<file path="src/tro_pkg.sv">
// Purpose: shared constants and types of the trigger/resolution opcode block
// Assumes: AHB-Lite word registers, 16-bit opcode and parameter words
// Notes:   window figures count cycles of the 25 ns acquisition clock
package tro_pkg;

  // ----------------------------------------------------------------------
  // register map and status bits
  // ----------------------------------------------------------------------
  localparam logic [7:0] ADDR_MICRO = 8'h00;
  localparam logic [7:0] ADDR_STATUS = 8'h04;
  localparam int unsigned ST_WR_RDY_BIT = 0;
  localparam int unsigned ST_RD_RDY_BIT = 1;
  localparam int unsigned ST_BUSY_BIT = 2;

  // ----------------------------------------------------------------------
  // opcodes, high byte of the command word
  // ----------------------------------------------------------------------
  localparam logic [7:0] OP_SET_WIDTH = 8'h10;
  localparam logic [7:0] OP_SET_OFFSET = 8'h11;
  localparam logic [7:0] OP_SET_EXTRA = 8'h12;
  localparam logic [7:0] OP_SET_REJECT = 8'h13;
  localparam logic [7:0] OP_SUB_ON = 8'h14;
  localparam logic [7:0] OP_SUB_OFF = 8'h15;
  localparam logic [7:0] OP_READ_TRIG = 8'h16;
  localparam logic [7:0] OP_SET_EDGE = 8'h22;
  localparam logic [7:0] OP_READ_EDGE = 8'h23;
  localparam logic [7:0] OP_SET_LSB = 8'h24;
  localparam logic [7:0] OP_SET_PAIR = 8'h25;
  localparam logic [7:0] OP_READ_RES = 8'h26;

  // ----------------------------------------------------------------------
  // field positions, word counts, codes
  // ----------------------------------------------------------------------
  localparam int unsigned OPC_LSB = 8;
  localparam int unsigned LEAD_RES_LSB = 0;
  localparam int unsigned WIDTH_RES_LSB = 8;
  localparam logic [2:0] PARAM_WORDS = 3'd1;
  localparam logic [2:0] TRIG_RB_WORDS = 3'd5;
  localparam logic [2:0] ONE_RB_WORDS = 3'd1;
  localparam logic [3:0] WIDTH_RES_MAX = 4'hD;
  localparam logic [1:0] EDGE_PAIR = 2'h0;
  localparam logic [1:0] EDGE_LSB_UNUSED = 2'h3;
  localparam int unsigned ACQ_CLK_PERIOD_NS = 25;

  // ----------------------------------------------------------------------
  // values after reset
  // ----------------------------------------------------------------------
  localparam logic [11:0] WIDTH_RST = 12'h014;
  localparam logic [11:0] OFFSET_RST = 12'hFD8;
  localparam logic [11:0] EXTRA_RST = 12'h008;
  localparam logic [11:0] REJECT_RST = 12'h004;
  localparam logic [1:0] EDGE_MODE_RST = 2'h2;
  localparam logic [1:0] EDGE_LSB_RST = 2'h2;
  localparam logic [2:0] LEAD_RES_RST = 3'h0;
  localparam logic [3:0] WIDTH_RES_RST = 4'h0;

  typedef enum logic [1:0] {
    ST_IDLE = 2'b00,
    ST_WAIT_WR = 2'b01,
    ST_WAIT_RD = 2'b10
  } tro_state_e;

  typedef struct packed {
    logic [11:0] width;
    logic [11:0] offset;
    logic [11:0] extra;
    logic [11:0] reject;
    logic sub_en;
    logic [1:0] edge_mode;
    logic [1:0] edge_lsb;
    logic [2:0] lead_res;
    logic [3:0] width_res;
  } tro_cfg_s;

  localparam tro_cfg_s CFG_RST = '{
    width: WIDTH_RST, offset: OFFSET_RST, extra: EXTRA_RST,
    reject: REJECT_RST, sub_en: 1'b0, edge_mode: EDGE_MODE_RST,
    edge_lsb: EDGE_LSB_RST, lead_res: LEAD_RES_RST,
    width_res: WIDTH_RES_RST};

endpackage

</file>
<file path="src/tro_reg_if.sv">
// Purpose: register access strobes between bus slave and opcode core
// Assumes: one clock, strobes last one cycle
// Notes:   rdata is combinational from the core, registered by the slave
interface tro_reg_if;
  logic wr_en;
  logic rd_en;
  logic [7:0] addr;
  logic [31:0] wdata;
  logic [31:0] rdata;

  modport slave (output wr_en, output rd_en, output addr, output wdata,
                 input rdata);
  modport core (input wr_en, input rd_en, input addr, input wdata,
                output rdata);
endinterface

</file>
<file path="src/tro_ahb_slave.sv">
// Purpose: AHB-Lite slave front end for the opcode registers
// Assumes: single word transfers, response always OKAY
// Notes:   writes take no wait state, reads take exactly one
module tro_ahb_slave (
  input logic hclk,
  input logic hresetn,
  input logic hsel,
  input logic [31:0] haddr,
  input logic [1:0] htrans,
  input logic hwrite,
  input logic [2:0] hsize,
  input logic [31:0] hwdata,
  input logic hready,
  output logic hreadyout,
  output logic hresp,
  output logic [31:0] hrdata,
  tro_reg_if.slave rif
);

  typedef struct packed {
    logic dph;
    logic dwrite;
    logic [7:0] daddr;
    logic rdy;
    logic resp;
    logic [31:0] rdata;
  } tro_ahb_s;

  localparam tro_ahb_s AHB_RST = '{dph: 1'b0, dwrite: 1'b0, daddr: 8'h00,
    rdy: 1'b1, resp: 1'b0, rdata: 32'h0000_0000};

  tro_ahb_s s_r;
  tro_ahb_s s_nxt;
  logic take;
  logic unused_size;

  // ----------------------------------------------------------------------
  // strobes toward the core
  // ----------------------------------------------------------------------
  // read data is sampled a cycle late so the readback word has settled
  assign rif.wr_en = s_r.dph & s_r.dwrite;
  assign rif.rd_en = s_r.dph & ~s_r.dwrite & ~s_r.rdy;
  assign rif.addr = s_r.daddr;
  assign rif.wdata = hwdata;
  assign take = hready & hsel & htrans[1];
  assign unused_size = ^hsize; // word transfers only

  // next state of the bus phases
  always_comb begin
    s_nxt = s_r;
    if (rif.rd_en) begin
      s_nxt.rdata = rif.rdata;
      s_nxt.rdy = 1'b1;
    end else if (hready) begin
      s_nxt.dph = take;
      s_nxt.dwrite = hwrite;
      s_nxt.daddr = haddr[7:0];
      s_nxt.rdy = ~(take & ~hwrite);
    end
  end

  always_ff @(posedge hclk or negedge hresetn) begin
    if (!hresetn) begin
      s_r <= AHB_RST;
    end else begin
      s_r <= s_nxt;
    end
  end

  assign hreadyout = s_r.rdy;
  assign hresp = s_r.resp;
  assign hrdata = s_r.rdata;

endmodule // tro_ahb_slave

</file>
<file path="src/tro_readback.sv">
// Purpose: selects and registers the 16-bit readback word
// Assumes: driven with the next core state, so the word tracks the current
// Notes:   unknown opcodes read as zero
module tro_readback (
  input logic hclk,
  input logic hresetn,
  input logic [7:0] op,
  input logic [2:0] idx,
  input tro_pkg::tro_cfg_s cfg,
  output logic [15:0] rb_word
);

  typedef struct packed {
    logic [15:0] word;
  } tro_rb_s;

  tro_rb_s s_r;
  tro_rb_s s_nxt;

  // ----------------------------------------------------------------------
  // word select
  // ----------------------------------------------------------------------
  always_comb begin
    s_nxt.word = 16'h0000;
    case (op)
      tro_pkg::OP_READ_TRIG: begin
        case (idx)
          3'd0: s_nxt.word = {4'h0, cfg.width};
          3'd1: s_nxt.word = {{4{cfg.offset[11]}}, cfg.offset};
          3'd2: s_nxt.word = {4'h0, cfg.extra};
          3'd3: s_nxt.word = {4'h0, cfg.reject};
          3'd4: s_nxt.word = {15'h0000, cfg.sub_en};
          default: s_nxt.word = 16'h0000;
        endcase
      end
      tro_pkg::OP_READ_EDGE: s_nxt.word = {14'h0000, cfg.edge_mode};
      tro_pkg::OP_READ_RES: begin
        if (cfg.edge_mode == tro_pkg::EDGE_PAIR) begin
          s_nxt.word = {4'h0, cfg.width_res, 5'h00, cfg.lead_res};
        end else begin
          s_nxt.word = {14'h0000, cfg.edge_lsb};
        end
      end
      default: s_nxt.word = 16'h0000;
    endcase
  end

  always_ff @(posedge hclk or negedge hresetn) begin
    if (!hresetn) begin
      s_r <= '0;
    end else begin
      s_r <= s_nxt;
    end
  end

  assign rb_word = s_r.word;

endmodule // tro_readback

</file>
<file path="src/tro_trig_cmd.sv">
// Purpose: opcode interpreter for match window and tdc resolution setup
// Assumes: host issues opcodes and parameter words at the command word
// Notes:   a second opcode is not decoded while parameter words are owed
module tro_trig_cmd (
  input logic hclk,
  input logic hresetn,
  input logic hsel,
  input logic [31:0] haddr,
  input logic [1:0] htrans,
  input logic hwrite,
  input logic [2:0] hsize,
  input logic [31:0] hwdata,
  input logic hready,
  output logic hreadyout,
  output logic hresp,
  output logic [31:0] hrdata,
  output logic [11:0] win_width,
  output logic [11:0] win_offset,
  output logic [11:0] extra_margin,
  output logic [11:0] reject_margin,
  output logic sub_en,
  output logic [1:0] edge_mode,
  output logic [1:0] edge_lsb,
  output logic [2:0] lead_res,
  output logic [3:0] width_res,
  output logic cmd_busy
);

  typedef struct packed {
    tro_pkg::tro_state_e st;
    logic [7:0] op;
    logic [2:0] cnt;
    logic [2:0] idx;
    tro_pkg::tro_cfg_s cfg;
    logic busy;
  } tro_core_s;

  localparam tro_core_s CORE_RST = '{st: tro_pkg::ST_IDLE, op: 8'h00,
    cnt: 3'd0, idx: 3'd0, cfg: tro_pkg::CFG_RST, busy: 1'b0};

  tro_core_s s_r;
  tro_core_s s_nxt;
  tro_reg_if rif ();
  logic [15:0] rb_word;
  logic wr_micro;
  logic rd_micro;
  logic [7:0] opc;
  logic [15:0] prm;
  logic [2:0] status;

  // ----------------------------------------------------------------------
  // bus front end and readback word
  // ----------------------------------------------------------------------
  tro_ahb_slave u_slave (
    .hclk(hclk),
    .hresetn(hresetn),
    .hsel(hsel),
    .haddr(haddr),
    .htrans(htrans),
    .hwrite(hwrite),
    .hsize(hsize),
    .hwdata(hwdata),
    .hready(hready),
    .hreadyout(hreadyout),
    .hresp(hresp),
    .hrdata(hrdata),
    .rif(rif)
  );

  // fed from the next state: a read right after the opcode sees a fresh word
  tro_readback u_rb (
    .hclk(hclk),
    .hresetn(hresetn),
    .op(s_nxt.op),
    .idx(s_nxt.idx),
    .cfg(s_nxt.cfg),
    .rb_word(rb_word)
  );

  // ----------------------------------------------------------------------
  // access decode
  // ----------------------------------------------------------------------
  assign wr_micro = rif.wr_en & (rif.addr == tro_pkg::ADDR_MICRO);
  assign rd_micro = rif.rd_en & (rif.addr == tro_pkg::ADDR_MICRO);
  assign opc = rif.wdata[tro_pkg::OPC_LSB +: 8];
  assign prm = rif.wdata[15:0];

  // status lets software poll before the next opcode or word
  always_comb begin
    status = 3'b000;
    status[tro_pkg::ST_WR_RDY_BIT] = (s_r.st != tro_pkg::ST_WAIT_RD);
    status[tro_pkg::ST_RD_RDY_BIT] = (s_r.st == tro_pkg::ST_WAIT_RD);
    status[tro_pkg::ST_BUSY_BIT] = (s_r.st != tro_pkg::ST_IDLE);
  end

  // read mux, command word reads zero unless a readback is owed
  always_comb begin
    case (rif.addr)
      tro_pkg::ADDR_MICRO: begin
        rif.rdata = 32'h0000_0000;
        if (s_r.st == tro_pkg::ST_WAIT_RD) begin
          rif.rdata = {16'h0000, rb_word};
        end
      end
      tro_pkg::ADDR_STATUS: rif.rdata = {29'h0000_0000, status};
      default: rif.rdata = 32'h0000_0000;
    endcase
  end

  // ----------------------------------------------------------------------
  // opcode interpreter
  // ----------------------------------------------------------------------
  always_comb begin
    s_nxt = s_r;
    case (s_r.st)
      tro_pkg::ST_IDLE: begin
        if (wr_micro) begin
          s_nxt.op = opc;
          s_nxt.idx = 3'd0;
          case (opc)
            // width and other setters wait for a word
            tro_pkg::OP_SET_WIDTH, tro_pkg::OP_SET_OFFSET,
            tro_pkg::OP_SET_EXTRA, tro_pkg::OP_SET_REJECT,
            tro_pkg::OP_SET_EDGE, tro_pkg::OP_SET_LSB,
            tro_pkg::OP_SET_PAIR: begin
              s_nxt.st = tro_pkg::ST_WAIT_WR;
              s_nxt.cnt = tro_pkg::PARAM_WORDS;
            end
            tro_pkg::OP_SUB_ON: s_nxt.cfg.sub_en = 1'b1;
            tro_pkg::OP_SUB_OFF: s_nxt.cfg.sub_en = 1'b0;
            tro_pkg::OP_READ_TRIG: begin
              s_nxt.st = tro_pkg::ST_WAIT_RD;
              s_nxt.cnt = tro_pkg::TRIG_RB_WORDS;
            end
            tro_pkg::OP_READ_EDGE, tro_pkg::OP_READ_RES: begin
              s_nxt.st = tro_pkg::ST_WAIT_RD;
              s_nxt.cnt = tro_pkg::ONE_RB_WORDS;
            end
            default: s_nxt.op = s_r.op; // unknown opcodes ignored
          endcase
        end
      end
      tro_pkg::ST_WAIT_WR: begin
        if (wr_micro) begin
          case (s_r.op)
            // zero is outside the legal width range, kept out
            tro_pkg::OP_SET_WIDTH: begin
              if (prm[11:0] != 12'h000) begin
                s_nxt.cfg.width = prm[11:0];
              end
            end
            // signed cycles, sign bits above 11 dropped
            tro_pkg::OP_SET_OFFSET: s_nxt.cfg.offset = prm[11:0];
            tro_pkg::OP_SET_EXTRA: s_nxt.cfg.extra = prm[11:0];
            tro_pkg::OP_SET_REJECT: s_nxt.cfg.reject = prm[11:0];
            tro_pkg::OP_SET_EDGE: s_nxt.cfg.edge_mode = prm[1:0];
            // unused code leaves the setting alone
            tro_pkg::OP_SET_LSB: begin
              if (prm[1:0] != tro_pkg::EDGE_LSB_UNUSED) begin
                s_nxt.cfg.edge_lsb = prm[1:0];
              end
            end
            tro_pkg::OP_SET_PAIR: begin
              s_nxt.cfg.lead_res = prm[tro_pkg::LEAD_RES_LSB +: 3];
              if (prm[tro_pkg::WIDTH_RES_LSB +: 4] <=
                  tro_pkg::WIDTH_RES_MAX) begin
                s_nxt.cfg.width_res = prm[tro_pkg::WIDTH_RES_LSB +: 4];
              end
            end
            default: s_nxt.cfg = s_r.cfg;
          endcase
          if (s_r.idx == s_r.cnt - 3'd1) begin
            s_nxt.st = tro_pkg::ST_IDLE;
            s_nxt.idx = 3'd0;
          end else begin
            s_nxt.idx = s_r.idx + 3'd1;
          end
        end
      end
      tro_pkg::ST_WAIT_RD: begin
        // stall until every word is read
        if (rd_micro) begin
          if (s_r.idx == s_r.cnt - 3'd1) begin
            s_nxt.st = tro_pkg::ST_IDLE;
            s_nxt.idx = 3'd0;
          end else begin
            s_nxt.idx = s_r.idx + 3'd1;
          end
        end
      end
      default: s_nxt.st = tro_pkg::ST_IDLE;
    endcase
    // busy kept in a flop so the output is registered
    s_nxt.busy = (s_nxt.st != tro_pkg::ST_IDLE);
  end

  always_ff @(posedge hclk or negedge hresetn) begin
    if (!hresetn) begin
      s_r <= CORE_RST;
    end else begin
      s_r <= s_nxt;
    end
  end

  // configuration outputs straight from the state register
  assign win_width = s_r.cfg.width;
  assign win_offset = s_r.cfg.offset;
  assign extra_margin = s_r.cfg.extra;
  assign reject_margin = s_r.cfg.reject;
  assign sub_en = s_r.cfg.sub_en;
  assign edge_mode = s_r.cfg.edge_mode;
  assign edge_lsb = s_r.cfg.edge_lsb;
  assign lead_res = s_r.cfg.lead_res;
  assign width_res = s_r.cfg.width_res;
  assign cmd_busy = s_r.busy;
endmodule // tro_trig_cmd
</file>
<file path="config.mk">
export PLATFORM = sky130hd
export DESIGN_NAME = tro_trig_cmd
export DESIGN_NICKNAME = d
export VERILOG_FILES = /design/src/tro_pkg.sv /design/src/tro_reg_if.sv /design/src/tro_ahb_slave.sv /design/src/tro_readback.sv /design/src/tro_trig_cmd.sv
export SDC_FILE = /design/constraint.sdc
export NUM_CORES = 1
export LEC_CHECK = 0
export ABC_AREA = 1
export BUFFER_PORTS_ARGS = -buffer_cell sky130_fd_sc_hd__buf_2
export CORE_AREA = 3 3 166 103
export CTS_CLUSTER_DIAMETER = 200
export DETAILED_ROUTE_END_ITERATION = 6
export DIE_AREA = 0 0 169 106
export PLACE_DENSITY_LB_ADDON = 0.25
export SLEW_MARGIN = 0
export SYNTH_ARGS = -nofsm -noshare
export SYNTH_HDL_FRONTEND = slang
export SYNTH_SLANG_ARGS = --single-unit
</file>
<file path="constraint.sdc">
create_clock -name hclk -period 1.77 [get_ports hclk]
set_input_delay 0.0885 -clock hclk [delete_from_list [all_inputs] [get_ports hclk]]
set_output_delay 0.0885 -clock hclk [all_outputs]
set_load 0.02 [all_outputs]
</file>
==> results.sh <==
export IMPL_grt_pass1_vias=5883
export IMPL_post_route_period_util_pct=131
export IMPL_worst_slack_ns=-0.544
export IMPL_tightestPinTransition_ns=0.501
export IMPL_cts_tree="built"
export IMPL_n_fill_cell=1184
export IMPL_ios=169
export IMPL_ys_types=40
export IMPL_start_util_pct=40.5
export IMPL_hpwl_um=13800
export IMPL_core_area_um2=15500
export IMPL_grt_pass1_wl_um=32000
export IMPL_power_density_nw_per_um2=680
export IMPL_insertion_delay_ns=0.41
export IMPL_fmax_mhz=432
export IMPL_tns_ns=-17.47
export IMPL_final_cells=1217
export IMPL_dpl_worst_slack_ns=-0.542
export IMPL_slew_violations=0
export IMPL_die_area_um2=17900
export IMPL_grt_overflow_total=0
export IMPL_rsz0062_at_grt="yes"
export IMPL_crit_top_cell="nand2_2"
export IMPL_dp_cells=1122
export IMPL_synth_seq_cells=113
export IMPL_max_stage_delay_ns=0.38
export IMPL_syn_area_um2=6270
export IMPL_clk_pin_slew_ns=0.06
export IMPL_area_delta_synth_final_pct=57.1
export IMPL_critPathSlowestCell="dfrtp_1"
export IMPL_die_y_um=106
export IMPL_critPathTopFamily="simple AND/OR/NAND/NOR gates"
export IMPL_wire_per_inst_um=17.2
export IMPL_antenna_cells=0
export IMPL_endpoint_kind="flop"
export IMPL_gr_usage_all_layers_pct=22.9
export IMPL_ys_seq_area_share_pct=45.4
export IMPL_antenna_left=0
export IMPL_max_clock_path_buffers=2
export IMPL_grt_max_degree=40
export IMPL_arrival_ns=2.65
export IMPL_fin_crit_ns=2.31
export IMPL_root_buffer="clkbuf_16"
export IMPL_syn_area_per_cell_um2=8.30
export IMPL_setup_viol=74
export IMPL_leakage_nw=4.94
export IMPL_drc=0
export IMPL_numClockSinks=113
export IMPL_hold_viol_final=0
export IMPL_drt_iter0_drc=514
export IMPL_nets=1076
export IMPL_vias_per_cell=4.83
export IMPL_numCtsBuffers=17
export IMPL_violations="setup timing"
export IMPL_rows=35
export IMPL_gp_congestion=0.867
export IMPL_critPathLaunchType="flop"
export IMPL_fin_skew_ns=0.0110
export IMPL_cp_required_ns=2.11
export IMPL_outcome="finished with violations"
export IMPL_ir_worst_vdd_uv=648
export IMPL_vias=5875
export IMPL_synthCells=755
export IMPL_drive_gt1_share_pct=56.2
export IMPL_relSlewSlack_pct=66.3
export IMPL_maxCapViolations=0
export IMPL_die_width_um=169
export IMPL_path_class="flop to flop"
export IMPL_worst_path_buf_inv=1
export IMPL_path_cells="nor2_1, nand2_1, nor2_2, buf_12, nand2_4, nor2_4, nand2_4, nand3_4, nand2_2, nand2_2, nand2_2, nor2_4, nand2_2, nor2_4, nand2_1, nand2_1"
export IMPL_critPathMaxFanout=6
export IMPL_port_buffers=107
export IMPL_htreeDepth=4
export IMPL_yosys_warnings=0
export IMPL_drt_pass1_iterations=5
export IMPL_drt_wl_total_um=21000
export IMPL_grt_antenna_before_repair=0
export IMPL_min_path_type="input port to flop"
-- cell usage in the layout, fill, tap and decap left out, types with 4 or more instances in the layout --
cell type,instances
a21oi_1,5
a21oi_2,13
a21oi_4,12
a32o_1,10
buf_12,12
buf_2,106
buf_4,106
buf_6,71
buf_8,4
clkbuf_16,17
clkinv_2,4
conb_1,17
dfrtp_1,98
dfstp_2,15
dlygate4sd3_1,17
inv_1,63
inv_2,24
mux2_2,8
nand2_1,114
nand2_2,46
nand2_4,16
nand3_1,36
nand3_2,9
nand3_4,5
nand3b_1,4
nand4_1,9
nor2_1,51
nor2_2,26
nor2_4,26
o21ai_1,4
o21ai_2,17
o21ai_4,14
-- worst paths after layout --
path,depth (start not counted),start,slack (ns),to
min,4,hsel,0.05,u_slave.hreadyout
max in group asynchronous,3,hresetn,0.97,edge_lsb[1]
max,16,u_slave.rif.addr[3],-0.54,u_rb.rb_word[2]
min reg2reg,1,u_slave.hrdata[11],0.48,u_slave.hrdata[11]
max reg2reg,16,u_slave.rif.addr[3],-0.54,u_rb.rb_word[2]
min in group asynchronous,2,hresetn,0.16,u_slave.s_r[43]
-- through the flow --
step                area, µm²  total power, W  hold WS [ns]  utilization (%)
global route             9840         0.00690        0.0725             63.7
floorplan                6390         0.00296        -0.207                -
global placement         7590         0.00315        0.0560             49.1
detailed placement       7590         0.00316        0.0527             49.1
finish                   9840         0.00669        0.0467             63.7
CTS                      9410         0.00669        0.0283             60.9
-- cell type report --
type | count | area (µm²) | area share (%)
clock inverter | 10 | 134 | 1.36
clock buffer | 22 | 464 | 4.72
multi-input combinational | 463 | 3200 | 32.5
tap | 203 | 254 | 2.58
sequential | 113 | 2850 | 28.9
timing repair buffer | 316 | 2600 | 26.4
inverter | 90 | 345 | 3.51
-- synth_stat cells (all sizes together) --
cell type  count  area share (%)
nor3           3            0.24
dfstp         15             6.3
mux2i          1            0.16
o22ai          1            0.10
nor2         103             7.8
xor2           1            0.14
nand4         10             1.2
nor4           2            0.20
o21a           1            0.12
o31ai          2            0.24
ha             1            0.20
dfrtp         98              39
a21oi         30             2.7
a31oi          1            0.10
a32o          10             1.6
o21ai         38             3.3
buf          102              12
nand3         50             4.7
nand2        177              11
inv           90             5.4
conb           1           0.060
a2bb2oi        1            0.14
a311oi         1            0.24
mux2           8             1.4
nand3b         4            0.48
clkbuf         4            0.24
-- state kept, by name, summed over array words and instances, names as in the netlist --
| register | cells |
|---|---|
| width_res | 4 |
| u_slave.rif.addr | 8 |
| cmd_busy | 1 |
| sub_en | 1 |
| u_rb.rb_word | 13 |
| lead_res | 3 |
| s_r | 15 |
| win_offset | 12 |
| u_slave.hreadyout | 1 |
| u_slave.s_r | 2 |
| reject_margin | 12 |
| edge_lsb | 2 |
| win_width | 12 |
| extra_margin | 12 |
| u_slave.hrdata | 13 |
| edge_mode | 2 |
-- report_power, final --
| part | internal (W) | leakage (nW) | switching, W |
|---|---|---|---|
| sequential | 0.00264 | 1.31 | 0.0000345 |
| combinational | 0.000200 | 3.34 | 0.000317 |
| clock | 0.00228 | 0.290 | 0.00122 |
-- logic make-up after synthesis --
group | Yosys count | share of synthesized area [%]
AOI/OAI and AO/OA | 85 | 8.56
xor gates and xnor gates | 1 | 0.140
adders and majority gates | 1 | 0.200
buffers and inverters | 196 | 17.9
DFF | 113 | 45.4
muxes | 9 | 1.60
other | 1 | 0.0598
and+or+nand+nor | 349 | 26.1
-- timing repair --
item | in CTS | in global routing
hold endpoints to repair | 68 | 0
pin swaps | 50 | 54
cloned | 3 | 0
hold buffers | 17 | 0
endpoints found under the setup margin | 72 | 92
buffers inserted | 50 | 24
resized for setup | 189 | 121
-- tightest hold or removal path: stages --
cell     delay [ns]
buf_2          0.10
nand4_1        0.10
o22ai_1        0.06
o21ai_0        0.07
-- per-layer routing --
| metal | share of wire (%) | global-route usage [%] |
|---|---|---|
| met1 | 48 | 35.4 |
| met2 | 43 | 32.6 |
| met3 | 8.4 | 5.61 |
| met4 | 0.79 | 4.34 |
| met5 | 0 | 0 |
(Power assumes the default switching activity.)
